<file path="src/verilog/pwr_mode_pkg.sv">
// constants and types for the idle and stop power mode controller
package pwr_mode_pkg;

  // --------------------------------------------------------------
  // register map, index form: byte address is four times the index
  // --------------------------------------------------------------
  localparam logic [7:0] IDX_POWER_CONTROL = 8'h87;
  localparam logic [7:0] IDX_EXT_INT_FLAG = 8'h91;
  localparam logic [7:0] IDX_MODE_STATUS = 8'hA0;

  localparam int PC_IDLE_BIT = 0;
  localparam int PC_STOP_BIT = 1;
  localparam int EF_KEEP_ALIVE_BIT = 0;
  localparam int EF_RING_SEL_BIT = 1;

  localparam logic [7:0] POWER_CONTROL_RST = 8'h00;
  localparam logic [7:0] EXT_INT_FLAG_RST = 8'h00;

  // --------------------------------------------------------------
  // timing: crystal restart delay in oscillator cycles
  // --------------------------------------------------------------
  localparam int WARM_CYCLES = 65536;
  localparam int WARM_CNT_W = 17;

  // --------------------------------------------------------------
  // mode states, one-hot
  // --------------------------------------------------------------
  typedef enum logic [4:0] {
    ST_RUN = 5'h01,
    ST_IDLE = 5'h02,
    ST_STOP = 5'h04,
    ST_WARM = 5'h08,
    ST_RESET = 5'h10
  } mode_state_t;

endpackage : pwr_mode_pkg
</file>
<file path="src/verilog/pwr_mode_ctrl.sv">
// idle and stop power mode controller with wishbone register slave
module pwr_mode_ctrl #(
  parameter int WARM_CYCLES = pwr_mode_pkg::WARM_CYCLES
) (
  input wire logic core_clk,
  input wire logic sys_rst,
  // wishbone classic slave
  input wire logic wb_cyc_i,
  input wire logic wb_stb_i,
  input wire logic wb_we_i,
  input wire logic [31:0] wb_adr_i,
  input wire logic [3:0] wb_sel_i,
  input wire logic [31:0] wb_dat_i,
  output logic [31:0] wb_dat_o,
  output logic wb_ack_o,
  // interrupt and reset sources
  input wire logic irq_enabled_any,
  input wire logic ext_irq,
  input wire logic pfail_irq,
  input wire logic ext_rst_pin,
  input wire logic wdt_rst,
  input wire logic supply_low_rst,
  input wire logic power_on_rst,
  input wire logic ext_program_exec,
  // core and clock controls
  output logic core_hold,
  output logic core_rst,
  output logic clk_gate_off,
  output logic xtal_amp_en,
  output logic bandgap_en,
  output logic take_vector,
  output logic restart_zero,
  output logic p0_drive_opcode,
  output logic p2_hold_latched
);

  // --------------------------------------------------------------
  // elaboration check
  // --------------------------------------------------------------
  generate
    if (WARM_CYCLES < 1 || WARM_CYCLES > (1 << pwr_mode_pkg::WARM_CNT_W))
    begin : g_bad_warm
      $error("WARM_CYCLES out of range");
    end
  endgenerate

  // --------------------------------------------------------------
  // bus decode
  // --------------------------------------------------------------
  logic [7:0] bus_idx;
  logic bus_req;
  logic bus_wr;
  logic wr_pc;
  logic wr_ef;

  assign bus_idx = wb_adr_i[9:2];
  assign bus_req = wb_cyc_i && wb_stb_i && !wb_ack_o;
  assign bus_wr = bus_req && wb_we_i && wb_sel_i[0];
  assign wr_pc = bus_wr && bus_idx == pwr_mode_pkg::IDX_POWER_CONTROL;
  assign wr_ef = bus_wr && bus_idx == pwr_mode_pkg::IDX_EXT_INT_FLAG;

  // --------------------------------------------------------------
  // state
  // --------------------------------------------------------------
  // local copy of the counter width, declared before the cast that needs it
  localparam int WARM_CNT_W = pwr_mode_pkg::WARM_CNT_W;
  pwr_mode_pkg::mode_state_t state_r;
  pwr_mode_pkg::mode_state_t state_nxt;
  logic [7:0] power_control_r;
  logic [7:0] ext_int_flag_r;
  logic [pwr_mode_pkg::WARM_CNT_W-1:0] warm_cnt_r;
  logic wake_by_irq_r;
  logic keep_alive;
  logic ring_sel;
  logic run_rst;
  logic stop_rst;
  logic stop_wake_irq;
  logic warm_done;

  assign keep_alive = ext_int_flag_r[pwr_mode_pkg::EF_KEEP_ALIVE_BIT];
  assign ring_sel = ext_int_flag_r[pwr_mode_pkg::EF_RING_SEL_BIT];
  // watchdog stays a reset source while awake, idle included
  assign run_rst = ext_rst_pin || wdt_rst || supply_low_rst || power_on_rst;
  // no clocks in stop, so the watchdog has no say here
  assign stop_rst = ext_rst_pin || power_on_rst || (supply_low_rst && keep_alive);
  assign stop_wake_irq = ext_irq || (pfail_irq && keep_alive);
  // ring select skips the crystal wait; the ring oscillator itself is outside
  assign warm_done = ring_sel || warm_cnt_r == WARM_CNT_W'(WARM_CYCLES - 1);

  // --------------------------------------------------------------
  // mode sequencer
  // --------------------------------------------------------------
  always_comb
  begin
    state_nxt = state_r;
    case (state_r)
      pwr_mode_pkg::ST_RUN:
      begin
        if (run_rst)
          state_nxt = pwr_mode_pkg::ST_RESET;
        else if (wr_pc && wb_dat_i[pwr_mode_pkg::PC_STOP_BIT])
          state_nxt = pwr_mode_pkg::ST_STOP;
        else if (wr_pc && wb_dat_i[pwr_mode_pkg::PC_IDLE_BIT])
          state_nxt = pwr_mode_pkg::ST_IDLE;
      end
      pwr_mode_pkg::ST_IDLE:
      begin
        if (run_rst)
          state_nxt = pwr_mode_pkg::ST_RESET;
        else if (irq_enabled_any)
          state_nxt = pwr_mode_pkg::ST_RUN;
      end
      pwr_mode_pkg::ST_STOP:
      begin
        if (stop_rst || stop_wake_irq)
          state_nxt = pwr_mode_pkg::ST_WARM;
      end
      pwr_mode_pkg::ST_WARM:
      begin
        if (warm_done)
          state_nxt = wake_by_irq_r ? pwr_mode_pkg::ST_RUN : pwr_mode_pkg::ST_RESET;
      end
      pwr_mode_pkg::ST_RESET:
      begin
        if (!run_rst)
          state_nxt = pwr_mode_pkg::ST_RUN;
      end
      default:
        state_nxt = pwr_mode_pkg::ST_RESET;
    endcase
  end

  always_ff @(posedge core_clk or posedge sys_rst)
  begin
    if (sys_rst)
      state_r <= pwr_mode_pkg::ST_RESET;
    else
      state_r <= state_nxt;
  end

  // reset wins over interrupt when both arrive in the same stop cycle
  always_ff @(posedge core_clk or posedge sys_rst)
  begin
    if (sys_rst)
      wake_by_irq_r <= 1'b0;
    else if (state_r == pwr_mode_pkg::ST_STOP)
      wake_by_irq_r <= !stop_rst && stop_wake_irq;
  end

  always_ff @(posedge core_clk or posedge sys_rst)
  begin
    if (sys_rst)
      warm_cnt_r <= '0;
    else if (state_r == pwr_mode_pkg::ST_WARM)
      warm_cnt_r <= warm_cnt_r + 1'b1;
    else
      warm_cnt_r <= '0;
  end

  // --------------------------------------------------------------
  // registers
  // --------------------------------------------------------------
  always_ff @(posedge core_clk or posedge sys_rst)
  begin
    if (sys_rst)
      power_control_r <= pwr_mode_pkg::POWER_CONTROL_RST;
    else if (state_nxt == pwr_mode_pkg::ST_RESET)
      power_control_r <= pwr_mode_pkg::POWER_CONTROL_RST;
    else if (state_r != pwr_mode_pkg::ST_RUN && state_nxt == pwr_mode_pkg::ST_RUN)
      power_control_r <= pwr_mode_pkg::POWER_CONTROL_RST;
    else if (wr_pc && state_r == pwr_mode_pkg::ST_RUN)
      power_control_r <= wb_dat_i[7:0];
  end

  always_ff @(posedge core_clk or posedge sys_rst)
  begin
    if (sys_rst)
      ext_int_flag_r <= pwr_mode_pkg::EXT_INT_FLAG_RST;
    else if (power_on_rst)
      ext_int_flag_r <= pwr_mode_pkg::EXT_INT_FLAG_RST;
    else if (state_nxt == pwr_mode_pkg::ST_RESET)
      ext_int_flag_r[pwr_mode_pkg::EF_KEEP_ALIVE_BIT] <= 1'b0;
    else if (wr_ef)
    begin
      ext_int_flag_r[pwr_mode_pkg::EF_KEEP_ALIVE_BIT] <= wb_dat_i[0];
      ext_int_flag_r[pwr_mode_pkg::EF_RING_SEL_BIT] <= wb_dat_i[1];
    end
  end

  // --------------------------------------------------------------
  // bus answer: one wait state, unmapped reads zero
  // --------------------------------------------------------------
  always_ff @(posedge core_clk or posedge sys_rst)
  begin
    if (sys_rst)
      wb_ack_o <= 1'b0;
    else
      wb_ack_o <= bus_req;
  end

  always_ff @(posedge core_clk or posedge sys_rst)
  begin
    if (sys_rst)
      wb_dat_o <= 32'h0000_0000;
    else if (bus_req && !wb_we_i)
    begin
      case (bus_idx)
        pwr_mode_pkg::IDX_POWER_CONTROL:
          wb_dat_o <= {24'h000000, power_control_r};
        pwr_mode_pkg::IDX_EXT_INT_FLAG:
          wb_dat_o <= {24'h000000, ext_int_flag_r};
        pwr_mode_pkg::IDX_MODE_STATUS:
          wb_dat_o <= {26'h0000000, wake_by_irq_r, state_r};
        default:
          wb_dat_o <= 32'h0000_0000;
      endcase
    end
    else
      wb_dat_o <= 32'h0000_0000;
  end

  // --------------------------------------------------------------
  // core and pin controls, all registered from next state
  // --------------------------------------------------------------
  logic asleep_nxt;
  assign asleep_nxt = state_nxt == pwr_mode_pkg::ST_IDLE || state_nxt == pwr_mode_pkg::ST_STOP ||
    state_nxt == pwr_mode_pkg::ST_WARM;

  always_ff @(posedge core_clk or posedge sys_rst)
  begin
    if (sys_rst)
    begin
      core_hold <= 1'b0;
      core_rst <= 1'b1;
      clk_gate_off <= 1'b0;
      xtal_amp_en <= 1'b1;
      bandgap_en <= 1'b1;
      p0_drive_opcode <= 1'b0;
      p2_hold_latched <= 1'b0;
    end
    else
    begin
      core_hold <= asleep_nxt;
      core_rst <= state_nxt == pwr_mode_pkg::ST_RESET;
      clk_gate_off <= state_nxt == pwr_mode_pkg::ST_STOP;
      xtal_amp_en <= state_nxt != pwr_mode_pkg::ST_STOP;
      bandgap_en <= state_nxt != pwr_mode_pkg::ST_STOP || keep_alive;
      p0_drive_opcode <= state_nxt == pwr_mode_pkg::ST_IDLE && ext_program_exec;
      p2_hold_latched <= state_nxt == pwr_mode_pkg::ST_IDLE && ext_program_exec;
    end
  end

  // vector fetch keeps the stacked return address of the entry instruction
  always_ff @(posedge core_clk or posedge sys_rst)
  begin
    if (sys_rst)
    begin
      take_vector <= 1'b0;
      restart_zero <= 1'b0;
    end
    else
    begin
      take_vector <= state_nxt == pwr_mode_pkg::ST_RUN &&
        (state_r == pwr_mode_pkg::ST_IDLE || state_r == pwr_mode_pkg::ST_WARM);
      restart_zero <= state_r == pwr_mode_pkg::ST_RESET &&
        state_nxt == pwr_mode_pkg::ST_RUN;
    end
  end
endmodule : pwr_mode_ctrl

</file>
<file path="config.mk">
export PLATFORM = sky130hd
export DESIGN_NAME = pwr_mode_ctrl
export DESIGN_NICKNAME = d
export VERILOG_FILES = /design/src/verilog/pwr_mode_pkg.sv /design/src/verilog/pwr_mode_ctrl.sv
export SDC_FILE = /design/constraint.sdc
export NUM_CORES = 1
export LEC_CHECK = 0
export BUFFER_PORTS_ARGS = -buffer_cell sky130_fd_sc_hd__buf_2
export CAP_MARGIN = 20
export CORE_ASPECT_RATIO = 1.4
export CORE_MARGIN = 2
export CORE_UTILIZATION = 40
export DETAILED_ROUTE_END_ITERATION = 8
export HOLD_SLACK_MARGIN = 0.12
export PLACE_DENSITY_LB_ADDON = 0.08
export SETUP_SLACK_MARGIN = 0.02
export SLEW_MARGIN = 5
export SYNTH_ARGS = -nofsm -noshare
export SYNTH_HDL_FRONTEND = slang
export SYNTH_SLANG_ARGS = --single-unit
</file>
<file path="constraint.sdc">
create_clock -name core_clk -period 2.6 [get_ports core_clk]
set_input_delay 0.52 -clock core_clk [delete_from_list [all_inputs] [get_ports core_clk]]
set_output_delay 0.52 -clock core_clk [all_outputs]
set_load 0.02 [all_outputs]
</file>
==> flow_metrics.env, run 1 <==
export IMPL_status="complete, no violations"
export IMPL_cts_setup_buffers=0
export IMPL_fp_row_count=34
export IMPL_area_growth_pct=13.89
export IMPL_die_w_um=72.06
export IMPL_synthSimpleGateAreaFrac_pct=24.41
export IMPL_die_h_um=99.28
export IMPL_antenna_cells=0
export IMPL_nFillCells=631
export IMPL_wl_per_cell_um=13.70
export IMPL_min_period_ns=2.394
export IMPL_ir_worst_vdd_v=0.0001893
export IMPL_synth_top_family_by_area="simple AND/OR/NAND/NOR gates"
export IMPL_avgSynthCellArea_um2=9.751
export IMPL_cpPeakStageDelay_ns=0.40
export IMPL_critPathSlowestCell="dfrtp_1"
export IMPL_cp_arrival_ns=2.58
export IMPL_setup_ws_ns=0.2056
export IMPL_seqPwrFrac_pct=54.3
export IMPL_grt_max_degree=23
export IMPL_grt_pass1_vias=1871
export IMPL_preCtsSetupSlack_ns=0.1370
export IMPL_synth_commonest_cells="dfrtp_1 (46), nor2_1 (35), buf_4 (26)"
export IMPL_final_layout_size_suffix_gt1_share_pct=24.22
export IMPL_required_ns=2.79
export IMPL_route_vias_total=1959
export IMPL_cts_buffer_depth=2
export IMPL_final_antenna_net_count=0
export IMPL_synth_edf_count=0
export IMPL_drv_cap=0
export IMPL_antenna_found_initial=0
export IMPL_drc_errors=0
export IMPL_critPathCaptureType="flop"
export IMPL_drt_iter0_drc=37
export IMPL_post_cts_resized=0
export IMPL_gp_congestion=0.8006
export IMPL_synth_cells=266
export IMPL_rsz0062_at_grt="false"
export IMPL_grt_pass1_wl_mm=9.025
export IMPL_synthFlopType="dfrtp_1"
export IMPL_power_density_nw_per_um2=513.8
export IMPL_power_internal_uw=1097
export IMPL_boundaryPins=123
export IMPL_synthArstFlopShare_pct=100.0
export IMPL_power_switching_uw=420.2
export IMPL_synthMostInstantiatedCell="dfrtp_1"
export IMPL_clock_latency_ns=0.30
export IMPL_fin_crit_sh_pct=92.09
export IMPL_drt_pass1_iter_count=4
export IMPL_cts_tree="built"
export IMPL_portBuffers=47
export IMPL_crit_path_max_fanout=4
export IMPL_start_util_pct=41.48
export IMPL_coreArea_um2=6254
export IMPL_switching_share_pct=27.69
export IMPL_power_leakage_uw=0.001425
export IMPL_r2r_slack_ns=0.21
export IMPL_clock_sinks=50
export IMPL_clk_pin_slew_ns=0.09
export IMPL_cts_hold_buffers=0
export IMPL_dieArea_um2=7154
export IMPL_globalRoute_totalOverflow=0
export IMPL_fin_hold_ws_ns=0.1539
export IMPL_synth_largest_area_cell="dfrtp_1"
export IMPL_ys_warn_count=0
export IMPL_fin_nets=404
export IMPL_fin_tns_setup_ns=0
export IMPL_netlist_top_cells_area="dfrtp_1 (44%), buf_4 (7.5%), nor2_1 (5.1%)"
export IMPL_synth_mux_area_share_pct=4.727
export IMPL_synth_xor_area_share_pct=3.714
export IMPL_yosysTopAreaCellShare_pct=44.38
export IMPL_synth_fa_ha_area_share_pct=1.351
export IMPL_maxSlewHeadroom_pct=59.87
export IMPL_synth_cell_area_um2=2594
export IMPL_crit_chain="nand3_1 > nor2_1 > nand4_1 > nor2_1 > ha_1 > nor2_1 > a221o_1 > o22a_1 > or3_1"
export IMPL_cts_buffers_inserted=5
export IMPL_cts_max_level=2
export IMPL_yosysSeqAreaShare_pct=48.43
export IMPL_cts_root_buf="clkbuf_8"
export IMPL_crit_top_cell="nor2_1"
export IMPL_synth_compound_area_share_pct=7.477
export IMPL_startpoint_type="flop"
export IMPL_multi_input_area_um2=1176
export IMPL_tightest_slew_ns=0.6019
export IMPL_final_max_slew_viol_count=0
export IMPL_power_frac_comb_pct=15.3
export IMPL_skew_ns=0.01285
export IMPL_worstSetupPathType="reg2reg"
export IMPL_power_uw=1518
export IMPL_max_clock_freq_ghz=0.4176
export IMPL_placed_cells=386
export IMPL_vias_per_cell=4.972
export IMPL_instances_no_fill=394
export IMPL_regArea_um2=1256
export IMPL_dp_hpwl_mm=4.113
export IMPL_setup_viol=0
export IMPL_ys_types=42
export IMPL_min_path_type="in2async"
export IMPL_grtUsageTotal_pct=16.38
export IMPL_ys_seq_elements=50
export IMPL_hold_viol_final=0
export IMPL_wirelength_mm=5.396
export IMPL_pwr_share_clk_pct=30.4
## per-layer routing
| layer | part of all wire (%) | routed length [um] | vias to the layer above | track usage (%) |
|---|---|---|---|---|
| met1 | 43 | 2322 | 931 | 20.66 |
| met4 | 1.8 | 95 | 0 | 6.967 |
| met2 | 51 | 2769 | 46 | 27.42 |
| met5 | 0 | 0 | - | 0 |
| met3 | 3.9 | 208 | 7 | 2.837 |
| li1 | - | - | 975 | - |
## kinds of logic after synthesis
family / after synthesis
xor gates and xnor gates: 11
DFF: 50
buffers and inverters: 40
AOI/OAI and AO/OA: 31
other: 1
adders and majority gates: 3
and+or+nand+nor: 118
muxes: 12
## cell usage in the layout (no fill, tap or decap), drive strengths merged, types with 4 or more instances in the layout
cell type	n
a22oi	6
xor2	6
buf	57
o21ai	7
nor2	35
nand2b	10
nand3	9
or3	7
dfrtp	46
clkbuf	7
mux2i	10
nand4	5
nor3	5
a21oi	10
and2	4
conb	24
xnor2	5
inv	8
dfstp	4
nor4	7
nand2	15
and3	8
## critical path, delay by kind of cell, from the launching register on
family,cells,cell delay (ns)
adder cells (fa/ha/maj),1,0.18
flip-flops,1,0.40
AO/OA/AOI/OAI,2,0.57
AND/OR/NAND/NOR,6,1.13
## area by class of cell
class	count	area share (%)
repair buffers	57	10.50
flip-flops and latches	50	42.52
inverters	8	1.017
well taps	72	3.050
clock inverters	1	0.1694
multi-input cells	199	39.81
clock buffers	7	2.922
## registers in the layout, indices dropped and copies added, names as in the netlist
| name | cells |
|---|---|
| bandgap_en | 1 |
| restart_zero | 1 |
| wb_ack_o | 1 |
| power_control_r | 8 |
| wake_by_irq_r | 1 |
| clk_gate_off | 1 |
| state_r | 5 |
| ext_int_flag_r | 2 |
| warm_cnt_r | 17 |
| core_rst | 1 |
| p2_hold_latched | 1 |
| core_hold | 1 |
| take_vector | 1 |
| xtal_amp_en | 1 |
| wb_dat_o | 8 |
## metrics by stage
step           cell area [um2]  utilization [%]
5_1_grt                   2954            47.24
4_1_cts                   2949            47.16
6_report                  2954            47.24
3_3_place_gp              2858            45.70
2_1_floorplan             2680                -
3_5_place_dp              2858            45.70
## power by group through the flow
| stage | Combinational (uW) | Clock [uW] | Sequential (uW) |
|---|---|---|---|
| floorplan | 184 | 0 | 830 |
| global placement | 229 | 0 | 840 |
| detailed placement | 229 | 0 | 840 |
| CTS | 230 | 481 | 824 |
| global route | 257 | 510 | 829 |
| finish | 232 | 462 | 824 |
## worst paths after layout
path | from | endpoint | cells past startpoint
setup reg to reg | warm_cnt_r[9] | core_hold | 9
hold / removal | sys_rst | wb_dat_o[4] | 2
hold reg to reg | warm_cnt_r[0] | warm_cnt_r[0] | 1
setup / recovery | warm_cnt_r[9] | core_hold | 9
max in group asynchronous | sys_rst | core_rst | 3
min in group core_clk | ext_program_exec | p2_hold_latched | 2
Power figures use the tool's default switching activity.
==> run 2: changes to the inputs <==
Settings changed: PLACE_DENSITY from default to 0.71, PLACE_DENSITY_LB_ADDON 0.08 to default.
==> run 2 against run 1 <==
Routed wire length down 5.1%; worst setup slack better by 0.054 ns; critical path type unchanged; combinational power fell by 8%; die area did not move; clock power increased by 4%; cell area down 0.42%; first-iteration DRC count increased by 100%; count of clock-buffer cells in the layout fell by 1; register-to-register slack better by 0.05 ns; via count is 1.7% higher; sequential power hardly changed; sequential cell count did not move.
==> flow_metrics.env, run 2 (same netlist as run 1, synthesis figures left out) <==
export IMPL_boundaryPins=123
export IMPL_vias_per_cell=5.084
export IMPL_max_clock_freq_ghz=0.4273
export IMPL_critPathSlowestCell="dfrtp_1"
export IMPL_grtUsageTotal_pct=14.82
export IMPL_dieArea_um2=7154
export IMPL_wl_per_cell_um=13.06
export IMPL_startpoint_type="flop"
export IMPL_drt_pass1_iter_count=4
export IMPL_skew_ns=0.01605
export IMPL_grt_pass1_wl_mm=8.342
export IMPL_clock_latency_ns=0.30
export IMPL_final_max_slew_viol_count=0
export IMPL_maxSlewHeadroom_pct=58.65
export IMPL_coreArea_um2=6254
export IMPL_clock_sinks=50
export IMPL_cts_buffers_inserted=5
export IMPL_cts_max_level=2
export IMPL_crit_top_cell="nor2_1"
export IMPL_ir_worst_vdd_v=0.0002507
export IMPL_drt_iter0_drc=75
export IMPL_worstSetupPathType="reg2reg"
export IMPL_gp_congestion=0.8234
export IMPL_portBuffers=47
export IMPL_status="complete, no violations"
export IMPL_wirelength_mm=5.119
export IMPL_antenna_cells=0
export IMPL_rsz0062_at_grt="false"
export IMPL_globalRoute_totalOverflow=0
export IMPL_fin_hold_ws_ns=0.3627
export IMPL_final_layout_size_suffix_gt1_share_pct=23.75
export IMPL_largest_register="warm_cnt_r"
export IMPL_final_cell_mix="buf_2 (47), dfrtp_1 (46), nor2_1 (35), conb_1 (24), nand2_1 (15)"
export IMPL_cp_arrival_ns=2.53
export IMPL_final_common_cell="buf_2"
export IMPL_grt_max_degree=51
export IMPL_min_path_type="in2async"
export IMPL_cts_tree="built"
export IMPL_post_cts_resized=0
export IMPL_clk_pin_slew_ns=0.10
export IMPL_cts_root_buf="clkbuf_8"
export IMPL_fp_row_count=34
export IMPL_crit_chain="ha_1 > nand3_1 > nor2_1 > nand3_1 > nor2_1 > ha_1 > nor2_1 > a221o_1 > o22a_1 > or3_1"
export IMPL_cts_hold_buffers=0
export IMPL_largest_reg_flops=17
export IMPL_power_density_nw_per_um2=515.5
export IMPL_grt_pass1_vias=1831
export IMPL_cts_buffer_depth=2
export IMPL_route_vias_total=1993
export IMPL_critPathCaptureType="flop"
export IMPL_hold_viol_final=0
export IMPL_cts_setup_buffers=0
export IMPL_dp_hpwl_mm=3.965
export IMPL_instances_no_fill=392
export IMPL_fin_crit_sh_pct=90.00
export IMPL_final_antenna_net_count=0
export IMPL_fin_tns_setup_ns=0
export IMPL_placed_cells=384
export IMPL_reg_top3="warm_cnt_r: 17 flops, power_control_r: 8 flops, wb_dat_o: 8 flops"
export IMPL_antenna_found_initial=0
export IMPL_drc_errors=0
export IMPL_power_leakage_uw=0.001413
export IMPL_crit_path_max_fanout=4
export IMPL_min_period_ns=2.340
export IMPL_area_growth_pct=13.41
export IMPL_required_ns=2.79
export IMPL_fin_nets=402
export IMPL_drv_cap=0
export IMPL_final_util_pct=47.04
export IMPL_tightest_slew_ns=0.6202
export IMPL_power_uw=1516
export IMPL_die_w_um=72.06
export IMPL_start_util_pct=41.48
export IMPL_setup_viol=0
export IMPL_die_h_um=99.28
export IMPL_cpPeakStageDelay_ns=0.40
## run 2: cell count changes in the layout (fill, tap and decap cells not counted)
cell / delta
buf_4: -2
clkbuf_1: -1
clkinv_2: -1
clkinvlp_4: +1
inv_6: +1
nand3_1: +1
nand3_2: -1
## run 2: power by group
group | internal, uW | leakage (uW) | switching, uW
Combinational | 72.6 | 0.000682 | 141
Sequential | 800 | 0.000684 | 23.6
Clock | 219 | 0.0000478 | 259
## run 2: routing by layer
metal  routed length (um)  part of all wire [%]  up-vias  global-route usage, %
li1                     -                     -      973                      -
met1                 2159                    42      958                  17.97
met2                 2653                    52       56                  25.36
met3                  209                   4.1        6                  2.938
met4                   97                   1.9        0                  6.241
met5                    0                     0        -                      0
## run 2: path summary, 6_finish.rpt
kind / cells past startpoint / slack (ns) / end / from
max in group asynchronous: 3 / 1.81 / warm_cnt_r[0] / sys_rst
max reg2reg: 10 / 0.26 / core_hold / warm_cnt_r[0]
min in group core_clk: 2 / 0.42 / p2_hold_latched / ext_program_exec
min reg2reg: 1 / 0.49 / warm_cnt_r[0] / warm_cnt_r[0]
max: 10 / 0.26 / core_hold / warm_cnt_r[0]
min: 3 / 0.36 / wb_dat_o[6] / sys_rst
## run 2: through the flow
step	cell area, um2	worst slack (ns)
floorplan	2680	0.2498
global placement	2843	0.1426
detailed placement	2843	0.1105
CTS	2942	0.2507
global route	2942	0.1002
finish	2942	0.2600
## run 2: critical path, delay by kind of cell (launching register included)
kind	cells	cell delay [ns]
and+or+nand+nor	6	0.91
AOI/OAI and AO/OA	2	0.56
DFF	1	0.40
adders and majority gates	2	0.38
## run 2: cell type report
type / instances / area (um2)
multi-input cells: 199 / 1171
repair buffers: 55 / 295.3
fillers: 602 / 3312
clock buffers: 6 / 82.58
flip-flops and latches: 50 / 1256
well taps: 72 / 90.09
inverters: 8 / 30.03
clock inverters: 2 / 16.27
